==> config.mk <==
export PLATFORM = sky130hd
export DESIGN_NAME = ncm_mixer
export DESIGN_NICKNAME = d
export VERILOG_FILES = /design/src/design/ncm_pkg.sv /design/src/design/ncm_fifo.sv /design/src/design/ncm_sincos_rom.sv /design/src/design/ncm_mixer.sv
export SDC_FILE = /design/constraint.sdc
export NUM_CORES = 2
export LEC_CHECK = 0
export ABC_CLOCK_PERIOD_IN_PS = 16700
export BUFFER_PORTS_ARGS = -buffer_cell sky130_fd_sc_hd__buf_2
export CORE_MARGIN = 1
export CORE_UTILIZATION = 50
export DETAILED_ROUTE_END_ITERATION = 12
export PLACE_DENSITY = 0.66
export SLEW_MARGIN = 10
export SYNTH_ARGS = -nofsm -noshare
export SYNTH_HDL_FRONTEND = slang
export SYNTH_SLANG_ARGS = --single-unit
==> constraint.sdc <==
create_clock -name clk_sys_i -period 16.7 [get_ports clk_sys_i]
set_input_delay 2.505 -clock clk_sys_i [delete_from_list [all_inputs] [get_ports clk_sys_i]]
set_output_delay 2.505 -clock clk_sys_i [all_outputs]
set_load 0.005 [all_outputs]
==> src/design/ncm_pkg.sv <==
/*
  Constants shared by the oscillator-mixer: widths, the default
  decode of the destination select, configuration word fields and
  reset values.
  Assumes a single system clock and synchronous control inputs.
*/
// Notes on behaviour
// - a 32-bit phase accumulator is the argument for sine and cosine.
// - the oscillator (cos, sin) multiplies the input vector, 16-bit each.
// - successive complex products may be summed inside for accumulate-dump.
// - real and imaginary results leave by two separate 20-bit ports.
// - bit position and width of the result fields are programmable.
// - with a center frequency loaded, input samples are mixed down.
// - host drives a 16-bit control word, bit 15 most significant.
// - a 2-bit select, bit 1 most significant, picks the register.
// - word captured at write strobe rising edge while chip select is low.
// - all other registers move at clock edges; input flops every edge, the data path only when enabled.
// - phase load enable is registered first, then lets the phase load.
package ncm_pkg;
  localparam int PHASE_W = 32;
  localparam int CTRL_W  = 16;
  localparam int DATA_W  = 16;
  localparam int OUT_W   = 20;
  localparam int PROD_W  = 33;
  localparam int ACC_W   = 40;
  localparam int ROM_AW  = 6;
  localparam int FIFO_D  = 8;

  // default select codes for each control destination
  localparam logic [1:0] DEST_FREQ_LO = 2'h0;
  localparam logic [1:0] DEST_FREQ_HI = 2'h1;
  localparam logic [1:0] DEST_PHASE   = 2'h2;
  localparam logic [1:0] DEST_CFG     = 2'h3;

  // configuration word fields
  localparam int CFG_SHIFT_LSB = 0;
  localparam int CFG_SHIFT_W   = 5;
  localparam int CFG_WIDTH_LSB = 5;
  localparam int CFG_WIDTH_W   = 2;
  localparam int CFG_ACCUM_BIT = 7;
  localparam int CFG_CONJ_BIT  = 8;
  localparam logic [CFG_SHIFT_W-1:0] SHIFT_MAX = 5'h14;

  // reset values
  localparam logic [CTRL_W-1:0]  CTRL_RST  = 16'h0000;
  localparam logic [PHASE_W-1:0] PHASE_RST = 32'h0000_0000;
  localparam logic [OUT_W-1:0]   OUT_RST   = 20'h00000;
  localparam logic [ACC_W-1:0]   ACC_RST   = 40'h00_0000_0000;
endpackage

==> src/design/ncm_fifo.sv <==
/*
  Sample FIFO with valid/ready at both ends; width and depth are
  parameters. Depth must be a power of two. Room and empty are flops,
  so write ready comes straight from a register.
*/
`timescale 1ns/1ns
`default_nettype none
module ncm_fifo #(
  parameter int W = 32,
  parameter int D = 8
) (
  input  wire logic         clk_sys_i,
  input  wire logic         resetn_i,
  input  wire logic         wr_valid_i,
  output logic              wr_ready_o,
  input  wire logic [W-1:0] wr_data_i,
  output logic              rd_valid_o,
  input  wire logic         rd_ready_i,
  output logic [W-1:0]      rd_data_o
);
  localparam int AW = $clog2(D);
  localparam int CW = $clog2(D + 1);

  logic [AW-1:0] wr_ptr_r, wr_ptr_nxt, rd_ptr_r, rd_ptr_nxt;
  logic [CW-1:0] cnt_r, cnt_nxt;
  logic          room_r, room_nxt, empty_r, empty_nxt;
  logic          do_wr, do_rd;
  logic [W-1:0]  mem_r [D];

  always_comb begin
    do_wr      = wr_valid_i & room_r;
    do_rd      = rd_ready_i & ~empty_r;
    wr_ptr_nxt = do_wr ? AW'(wr_ptr_r + 1'b1) : wr_ptr_r;
    rd_ptr_nxt = do_rd ? AW'(rd_ptr_r + 1'b1) : rd_ptr_r;
    cnt_nxt    = CW'(cnt_r + CW'(do_wr) - CW'(do_rd));
    room_nxt   = (cnt_nxt != CW'(D));
    empty_nxt  = (cnt_nxt == '0);
  end

  always_ff @(posedge clk_sys_i or negedge resetn_i) begin
    if (!resetn_i) begin
      wr_ptr_r <= '0;
      rd_ptr_r <= '0;
      cnt_r    <= '0;
      room_r   <= 1'b1;
      empty_r  <= 1'b1;
    end else begin
      wr_ptr_r <= wr_ptr_nxt;
      rd_ptr_r <= rd_ptr_nxt;
      cnt_r    <= cnt_nxt;
      room_r   <= room_nxt;
      empty_r  <= empty_nxt;
    end
  end

  // storage has no reset; entries are only read once written
  for (genvar e = 0; e < D; e++) begin : g_entry
    always_ff @(posedge clk_sys_i) begin
      if (do_wr && wr_ptr_r == AW'(e)) begin
        mem_r[e] <= wr_data_i;
      end
    end
  end

  assign wr_ready_o = room_r;
  assign rd_valid_o = ~empty_r;
  assign rd_data_o  = mem_r[rd_ptr_r];
endmodule
`default_nettype wire

==> src/design/ncm_sincos_rom.sv <==
/*
  Sine/cosine table: 64 phase steps per turn from a 17-entry quarter
  wave. Outputs are registered and move only while rd_en_i is high.
*/
`timescale 1ns/1ns
`default_nettype none
module ncm_sincos_rom (
  input  wire logic                       clk_sys_i,
  input  wire logic                       resetn_i,
  input  wire logic                       rd_en_i,
  input  wire logic [ncm_pkg::ROM_AW-1:0] phase_i,
  output logic [ncm_pkg::DATA_W-1:0]      cos_o,
  output logic [ncm_pkg::DATA_W-1:0]      sin_o
);
  logic [15:0] cos_r, cos_nxt, sin_r, sin_nxt;

  function automatic logic [15:0] quarter(input logic [4:0] k);
    case (k)
      5'h00:   quarter = 16'h0000;
      5'h01:   quarter = 16'h0C8C;
      5'h02:   quarter = 16'h18F9;
      5'h03:   quarter = 16'h2528;
      5'h04:   quarter = 16'h30FB;
      5'h05:   quarter = 16'h3C56;
      5'h06:   quarter = 16'h471C;
      5'h07:   quarter = 16'h5133;
      5'h08:   quarter = 16'h5A82;
      5'h09:   quarter = 16'h62F1;
      5'h0A:   quarter = 16'h6A6D;
      5'h0B:   quarter = 16'h70E2;
      5'h0C:   quarter = 16'h7641;
      5'h0D:   quarter = 16'h7A7C;
      5'h0E:   quarter = 16'h7D89;
      5'h0F:   quarter = 16'h7F61;
      default: quarter = 16'h7FFF;
    endcase
  endfunction

  // full-scale is 7FFF so negation never overflows
  function automatic logic [15:0] sine(input logic [5:0] p);
    logic [4:0]  i;
    logic [15:0] m;
    i = {1'b0, p[3:0]};
    m = p[4] ? quarter(5'h10 - i) : quarter(i);
    sine = p[5] ? 16'(-m) : m;
  endfunction

  always_comb begin
    cos_nxt = rd_en_i ? sine(6'(phase_i + 6'h10)) : cos_r;
    sin_nxt = rd_en_i ? sine(phase_i) : sin_r;
  end

  always_ff @(posedge clk_sys_i or negedge resetn_i) begin
    if (!resetn_i) begin
      cos_r <= 16'h0000;
      sin_r <= 16'h0000;
    end else begin
      cos_r <= cos_nxt;
      sin_r <= sin_nxt;
    end
  end

  assign cos_o = cos_r;
  assign sin_o = sin_r;
endmodule
`default_nettype wire

==> src/design/ncm_mixer.sv <==
/*
  Oscillator and complex multiplier-accumulator. Host control words
  come in over a 16-bit bus with write strobe; samples enter a FIFO,
  are rotated by the oscillator vector and leave as 20-bit parts.
  Assumes every input is synchronous to clk_sys_i.
*/
`timescale 1ns/1ns
`default_nettype none
module ncm_mixer #(
  parameter logic [1:0] CODE_FREQ_LO = ncm_pkg::DEST_FREQ_LO,
  parameter logic [1:0] CODE_FREQ_HI = ncm_pkg::DEST_FREQ_HI,
  parameter logic [1:0] CODE_PHASE   = ncm_pkg::DEST_PHASE,
  parameter logic [1:0] CODE_CFG     = ncm_pkg::DEST_CFG
) (
  input  wire logic                       clk_sys_i,
  input  wire logic                       resetn_i,
  input  wire logic [ncm_pkg::CTRL_W-1:0] ctrl_in_bus_i,
  input  wire logic [1:0]                 dest_select_i,
  input  wire logic                       cs_n_i,
  input  wire logic                       wr_i,
  input  wire logic                       phase_reg_load_en_n_i,
  input  wire logic                       acc_dump_n_i,
  input  wire logic [ncm_pkg::DATA_W-1:0] in_real_i,
  input  wire logic [ncm_pkg::DATA_W-1:0] in_imag_i,
  input  wire logic                       in_valid_i,
  output logic                            in_ready_o,
  output logic [ncm_pkg::OUT_W-1:0]       out_real_o,
  output logic [ncm_pkg::OUT_W-1:0]       out_imag_o,
  output logic                            out_valid_o,
  input  wire logic                       out_ready_i
);
  // control words written by the host
  logic [15:0] freq_lo_r, freq_lo_nxt, freq_hi_r, freq_hi_nxt;
  logic [15:0] phase_word_r, phase_word_nxt, cfg_r, cfg_nxt;
  logic        wr_d_r, wr_rise;

  // the strobe is sampled; a rising edge with chip select low writes
  always_comb begin
    wr_rise        = wr_i & ~wr_d_r & ~cs_n_i;
    freq_lo_nxt    = freq_lo_r;
    freq_hi_nxt    = freq_hi_r;
    phase_word_nxt = phase_word_r;
    cfg_nxt        = cfg_r;
    if (wr_rise) begin
      // first matching code wins if two codes collide
      if (dest_select_i == CODE_FREQ_LO) begin
        freq_lo_nxt = ctrl_in_bus_i;
      end else if (dest_select_i == CODE_FREQ_HI) begin
        freq_hi_nxt = ctrl_in_bus_i;
      end else if (dest_select_i == CODE_PHASE) begin
        phase_word_nxt = ctrl_in_bus_i;
      end else if (dest_select_i == CODE_CFG) begin
        cfg_nxt = ctrl_in_bus_i;
      end
    end
  end

  always_ff @(posedge clk_sys_i or negedge resetn_i) begin
    if (!resetn_i) begin
      wr_d_r       <= 1'b0;
      freq_lo_r    <= ncm_pkg::CTRL_RST;
      freq_hi_r    <= ncm_pkg::CTRL_RST;
      phase_word_r <= ncm_pkg::CTRL_RST;
      cfg_r        <= ncm_pkg::CTRL_RST;
    end else begin
      wr_d_r       <= wr_i;
      freq_lo_r    <= freq_lo_nxt;
      freq_hi_r    <= freq_hi_nxt;
      phase_word_r <= phase_word_nxt;
      cfg_r        <= cfg_nxt;
    end
  end

  // configuration fields
  logic [4:0]  cfg_shift, shift_amt;
  logic [1:0]  cfg_width;
  logic        cfg_accum, cfg_conj;
  logic [31:0] freq_word;

  always_comb begin
    cfg_shift = cfg_r[ncm_pkg::CFG_SHIFT_LSB +: ncm_pkg::CFG_SHIFT_W];
    cfg_width = cfg_r[ncm_pkg::CFG_WIDTH_LSB +: ncm_pkg::CFG_WIDTH_W];
    cfg_accum = cfg_r[ncm_pkg::CFG_ACCUM_BIT];
    cfg_conj  = cfg_r[ncm_pkg::CFG_CONJ_BIT];
    // a shift past the top would leave only sign bits
    shift_amt = (cfg_shift > ncm_pkg::SHIFT_MAX) ? ncm_pkg::SHIFT_MAX
                                                 : cfg_shift;
    freq_word = {freq_hi_r, freq_lo_r};
  end

  // flow control: the output stage stalls the whole pipe
  logic        go, pop, fifo_valid;
  logic [31:0] fifo_data;

  ncm_fifo #(
    .W (2 * ncm_pkg::DATA_W),
    .D (ncm_pkg::FIFO_D)
  ) u_fifo (
    .clk_sys_i  (clk_sys_i),
    .resetn_i   (resetn_i),
    .wr_valid_i (in_valid_i),
    .wr_ready_o (in_ready_o),
    .wr_data_i  ({in_real_i, in_imag_i}),
    .rd_valid_o (fifo_valid),
    .rd_ready_i (go),
    .rd_data_o  (fifo_data)
  );

  // phase section
  logic        phen_n_r;
  logic [15:0] phase_r, phase_nxt;
  logic [31:0] phacc_r, phacc_nxt, phase_arg;

  always_comb begin
    go  = ~out_valid_o | out_ready_i;
    pop = go & fifo_valid;
    // loading waits for the registered enable, not the pin itself
    phase_nxt = phen_n_r ? phase_r : phase_word_r;
    // phase steps once per sample taken, so it tracks the sample rate
    phacc_nxt = pop ? 32'(phacc_r + freq_word) : phacc_r;
    phase_arg = 32'(phacc_r + {phase_r, 16'h0000});
  end

  always_ff @(posedge clk_sys_i or negedge resetn_i) begin
    if (!resetn_i) begin
      phen_n_r <= 1'b1;
      phase_r  <= ncm_pkg::CTRL_RST;
      phacc_r  <= ncm_pkg::PHASE_RST;
    end else begin
      phen_n_r <= phase_reg_load_en_n_i;
      phase_r  <= phase_nxt;
      phacc_r  <= phacc_nxt;
    end
  end

  logic [15:0] cos_q, sin_q;

  ncm_sincos_rom u_rom (
    .clk_sys_i (clk_sys_i),
    .resetn_i  (resetn_i),
    .rd_en_i   (pop),
    .phase_i   (phase_arg[31 -: ncm_pkg::ROM_AW]),
    .cos_o     (cos_q),
    .sin_o     (sin_q)
  );

  // first stage holds the sample beside the table's registered output
  logic        s1_valid_r, s1_valid_nxt, dump_n_r;
  logic [15:0] s1_re_r, s1_re_nxt, s1_im_r, s1_im_nxt;

  always_comb begin
    s1_valid_nxt = go ? fifo_valid : s1_valid_r;
    s1_re_nxt    = pop ? fifo_data[31:16] : s1_re_r;
    s1_im_nxt    = pop ? fifo_data[15:0] : s1_im_r;
  end

  always_ff @(posedge clk_sys_i or negedge resetn_i) begin
    if (!resetn_i) begin
      s1_valid_r <= 1'b0;
      s1_re_r    <= 16'h0000;
      s1_im_r    <= 16'h0000;
      dump_n_r   <= 1'b1;
    end else begin
      s1_valid_r <= s1_valid_nxt;
      s1_re_r    <= s1_re_nxt;
      s1_im_r    <= s1_im_nxt;
      dump_n_r   <= acc_dump_n_i;
    end
  end

  // complex multiply; conjugate mode mixes down with a positive tuning
  logic signed [31:0] m_rc, m_is, m_rs, m_ic;
  logic [32:0]        prod_re, prod_im;
  logic [39:0]        ext_re, ext_im, sum_re, sum_im;
  logic [39:0]        acc_re_r, acc_re_nxt, acc_im_r, acc_im_nxt;
  logic               upd;

  always_comb begin
    m_rc = $signed(s1_re_r) * $signed(cos_q);
    m_is = $signed(s1_im_r) * $signed(sin_q);
    m_rs = $signed(s1_re_r) * $signed(sin_q);
    m_ic = $signed(s1_im_r) * $signed(cos_q);
    if (cfg_conj) begin
      prod_re = 33'({m_rc[31], m_rc} + {m_is[31], m_is});
      prod_im = 33'({m_ic[31], m_ic} - {m_rs[31], m_rs});
    end else begin
      prod_re = 33'({m_rc[31], m_rc} - {m_is[31], m_is});
      prod_im = 33'({m_ic[31], m_ic} + {m_rs[31], m_rs});
    end
    ext_re = {{7{prod_re[32]}}, prod_re};
    ext_im = {{7{prod_im[32]}}, prod_im};
    // dump restarts the sum from the present product
    if (cfg_accum && dump_n_r) begin
      sum_re = 40'(acc_re_r + ext_re);
      sum_im = 40'(acc_im_r + ext_im);
    end else begin
      sum_re = ext_re;
      sum_im = ext_im;
    end
    upd        = go & s1_valid_r;
    acc_re_nxt = upd ? sum_re : acc_re_r;
    acc_im_nxt = upd ? sum_im : acc_im_r;
  end

  // field select: arithmetic shift, then keep the top bits by width
  function automatic logic [19:0] field(input logic [39:0] v,
                                        input logic [4:0]  sh,
                                        input logic [1:0]  wd);
    logic [39:0] s;
    logic [19:0] mask;
    s = 40'($signed(v) >>> sh);
    case (wd)
      2'h0:    mask = 20'hFFFFF;
      2'h1:    mask = 20'hFFFF0;
      2'h2:    mask = 20'hFFF00;
      default: mask = 20'hFF000;
    endcase
    field = s[19:0] & mask;
  endfunction

  logic [19:0] out_re_r, out_re_nxt, out_im_r, out_im_nxt;
  logic        out_valid_r, out_valid_nxt;

  always_comb begin
    out_valid_nxt = go ? s1_valid_r : out_valid_r;
    out_re_nxt = upd ? field(sum_re, shift_amt, cfg_width) : out_re_r;
    out_im_nxt = upd ? field(sum_im, shift_amt, cfg_width) : out_im_r;
  end

  always_ff @(posedge clk_sys_i or negedge resetn_i) begin
    if (!resetn_i) begin
      acc_re_r    <= ncm_pkg::ACC_RST;
      acc_im_r    <= ncm_pkg::ACC_RST;
      out_re_r    <= ncm_pkg::OUT_RST;
      out_im_r    <= ncm_pkg::OUT_RST;
      out_valid_r <= 1'b0;
    end else begin
      acc_re_r    <= acc_re_nxt;
      acc_im_r    <= acc_im_nxt;
      out_re_r    <= out_re_nxt;
      out_im_r    <= out_im_nxt;
      out_valid_r <= out_valid_nxt;
    end
  end

  assign out_real_o  = out_re_r;
  assign out_imag_o  = out_im_r;
  assign out_valid_o = out_valid_r;
endmodule
`default_nettype wire

==> results.txt <==
- The run finished with clean final reports.
- The number of antenna violations at the first check in global routing came to 4.
* Number of warnings printed during yosys synthesis: 0
- Number of sinks handled by clock tree synthesis: 562
- Endpoint with the worst hold slack: out_imag_o[4]
- For this configuration, the core starts out at a cell density of 0.5053.
- Area of the placeable core: 154600 µm²
- Maximum number of pins on one net before global-route repair: 107
* Depth of the most critical reg-to-reg path: 42
* H-tree depth reported by CTS: 2
- Site Rows: 144
- In this run, synthesis inferred 256 flip-flops with an integrated enable.
- The share of synthesized area in the top cell type comes to 0.2701.
- For the pin with the worst max-slew slack, the measured transition is 1.298 ns.
- Summing all placed instances gives a cell area of 80520 µm².
* Commonest register cell after synthesis: sky130_fd_sc_hd__dfrtp_1
* Setup repair after global routing missed its margin: no
* Crit end category: flip-flop
- A synthesized cell averages 9.296 µm².
* Number of buffers on the longest clock path: 3
- The worst register-to-register path ends at out_imag_o[13].
- Mapped Cells: 8403
- Floorplan die width: 397.3 µm
* Final HPWL DP: 170.4 mm
* Post-synthesis register bit count: between 500 and 600
- Total number of vias: 60280
- The count of nets left with antenna violations once routing finished came out at 0.
- In this run the cell area of the synthesized design comes to a little under 80000 µm².
- Hold Path Depth: 2
* Final hold violations: 0
* Largest clock skew in the final design: about 0.027 ns
* Uppermost routed layer: met5
* Post-route fraction of the period consumed by the critical path: 0.8444
- For this design, the CTS-stage hold fixing added 0 buffers.
- Final Instance Area: 82700 µm²
- Critical path class: flip-flop to flip-flop
- Crit path launch type: flip-flop
* Die outline area: approximately 160000 µm²
* Average detailed-routed wire length per instance: 21.14 µm
- The startpoint identified for the worst register-to-register timing path is u_rom.sin_o[15].
- Data required time at the worst endpoint: 17.28 ns
- For the worst setup path, the data arrival time is 14.69 ns.
- The first global-routing pass estimated 348.0 mm of wire.
- Clock slew seen by the registers of the worst setup and hold paths: 0.07 ns
- Clock latency on the worst-skew pair, taken at its later pin, is 0.71 ns.
- Most Frequent Cell on Critical Path: sky130_fd_sc_hd__fa_1
* Number of nets produced by synthesis: around 10000
* Max Transition Viols Final: 0
- In this run, the number of DRC markers left after iteration 0 of detailed routing was 4927.
* Number of global-route vias before repair: 60930
* Met3 WL: 15.13 mm
- At the end of routability-driven placement, the weighted congestion stood at ~0.97.
- Of the synthesized area, sequential elements account for 0.1965.
- Fraction of layout instances using a drive strength above 1: 0.06916
- For the final routed database, the setup TNS stands at 0 ns.
- Leftover overflow at the end of global routing: 0
- Most frequently used cell type in the post-synthesis netlist: sky130_fd_sc_hd__inv_1
* Minimum clock period after layout: 14.10 ns
* Drt pass-1 iters: 6
* Utilization after layout: 0.5350
- Library cell used as clock root buffer: sky130_fd_sc_hd__clkbuf_16
* # placed instances: 10250
* Dominant cells by area after synthesis: sky130_fd_sc_hd__fa_1 (27%), sky130_fd_sc_hd__edfxtp_1 (9.8%), sky130_fd_sc_hd__dfrtp_1 (9.7%)
* Final-stage net count: 9920
- Along the worst path, the maximum fanout reaches 23.
- Across every metal layer, demand over resource in global routing totals 0.2800.
* Number of distinct library cells after synthesis: 101
- Post_cts resized: 0
- Routed met2 length: roughly 100 mm
- Setup slack on the worst reg-to-reg path comes out at between 2 and 3 ns.
* Total of endpoints with negative setup slack in the final report: 0
- Layout overhead on the synthesized area: 5.871%
* Final Instance Count excl. Fillers: 10360
- During I/O placement, the number of pins put on the boundary was 100.
* Post-CTS setup buffers: 0
* Quantity of I/O buffers inserted on ports: 99
- The min-delay analysis places its worst path in the category flip-flop to flip-flop.
- Cell at the slowest stage of the critical path: sky130_fd_sc_hd__a311oi_1
* M1 wire length: 96.09 mm
* Maximum clock rate: approximately 71 MHz
- Vias per Instance: 5.819
- Worst stage delay on the critical path: 0.81 ns
- Share of synthesized flip-flops with an asynchronous set or reset: 0.5445
* CTS buffer count: between 60 and 70
- DRC violation count after routing: 0
- CTS tree: built
* Worst hold path startpoint: out_imag_o[4]
- Die Y: 397.3 µm
* Yosys top cell by area: sky130_fd_sc_hd__fa_1
- The worst pin sits at a relative slew slack of 0.1344.
- Number of fillers in the final layout: 14090
* Top cells by count, synth: sky130_fd_sc_hd__inv_1 (1265), sky130_fd_sc_hd__fa_1 (1054), sky130_fd_sc_hd__nand2_1 (1029), sky130_fd_sc_hd__ha_1 (543), sky130_fd_sc_hd__and2_1 (471)
* Sum of routed wire length over all layers: 219.0 mm
- Max-cap violations in this run came to 0.
==> placed cells by master, fill, tap and decap left out, drive strengths merged, types with 25 or more instances in the layout <==
cell type	netlist	final
a211oi	94	94
a21o	118	118
a21oi	349	349
a31oi	66	66
and2	471	471
and3	53	53
buf	34	203
clkbuf	370	80
dfrtp	302	302
edfxtp	256	256
fa	1054	1054
ha	543	543
inv	1266	1269
mux2	116	116
mux2i	133	133
mux4	69	69
nand2	1030	1030
nand2b	86	86
nand3	86	86
nand4	29	29
nor2	363	363
nor2b	39	39
nor3	110	110
o211ai	58	58
o21a	71	71
o21ai	385	385
o21bai	31	31
or2	25	25
or3	42	42
xnor2	237	237
xor2	110	110
==> sequential cells by signal, indices dropped and copies added (netlist names), 3 cells and up <==
name / flops
u_fifo.mem_r: 256
acc_im_r: 40
acc_re_r: 40
phacc_r: 32
out_imag_o: 20
out_real_o: 20
freq_hi_r: 16
freq_lo_r: 16
phase_r: 16
phase_word_r: 16
s1_im_r: 16
s1_re_r: 16
u_rom.cos_o: 16
u_rom.sin_o: 16
cfg_r: 9
u_fifo.cnt_r: 4
u_fifo.rd_ptr_r: 3
u_fifo.wr_ptr_r: 3
==> per-layer routing <==
| metal | global-route usage | vias up |
|---|---|---|
| met1 | 0.3933 | 30470 |
| met4 | 0.09238 | 4 |
| met5 | 0 | - |
| met2 | 0.4436 | 2031 |
| met3 | 0.04305 | 359 |
| li1 | - | 27420 |
==> worst max-delay path by stage <==
stage	start	to	slack, ns
final	u_rom.sin_o[15]	out_imag_o[13]	2.60
after global routing	u_rom.sin_o[15]	out_imag_o[13]	1.95
after CTS	u_rom.sin_o[15]	out_imag_o[13]	2.86
after detailed placement	u_rom.sin_o[15]	out_imag_o[13]	2.89
after global placement	u_rom.sin_o[15]	out_imag_o[13]	3.15
after floorplan	u_rom.sin_o[1]	out_imag_o[13]	5.26
==> cells by family (layout without fill, tap and decap cells) <==
kind of cell             after synthesis  count (layout)  share of synthesized area
AND/OR/NAND/NOR                     2415            2415                     0.1479
adder cells (fa/ha/maj)             1598            1598                     0.3572
other                                  0               1                          0
flip-flops                           562             562                     0.1965
XOR/XNOR                             350             350                    0.03996
buffers and inverters               1671            1582                    0.08047
AO/OA/AOI/OAI                       1489            1489                     0.1243
multiplexers                         318             318                    0.05366
==> metrics by stage <==
stage | hold WS, ns | setup slack [ns]
global route | 0.5012 | 1.947
finish | 0.4635 | 2.598
global placement | 0.4456 | 3.146
detailed placement | 0.4512 | 2.894
CTS | 0.4664 | 2.860
floorplan | 0.4498 | 5.262
==> area by class of cell <==
class	instances	area, µm²	area share
flip-flops and latches	562	15360	0.1857
diodes	1	2.502	0.00003026
repair buffers	203	1299	0.01570
inverters	1267	4756	0.05751
clock inverters	32	516.7	0.006249
well taps	2044	2557	0.03093
clock buffers	80	1658	0.02005
multi-input cells	6170	56550	0.6838
==> critical path, delay by kind of cell, from the launching register on <==
| kind | cells | cell delay [ns] |
|---|---|---|
| compound gates | 16 | 4.56 |
| fa+ha+maj | 9 | 4.08 |
| simple gates | 10 | 2.16 |
| buf+inv | 4 | 1.15 |
| xor+xnor | 2 | 0.88 |
| flops | 1 | 0.72 |
| mux | 1 | 0.41 |
Power is not shown: default switching activity piles up to over one toggle a cycle in this logic, so the estimate is an artifact.
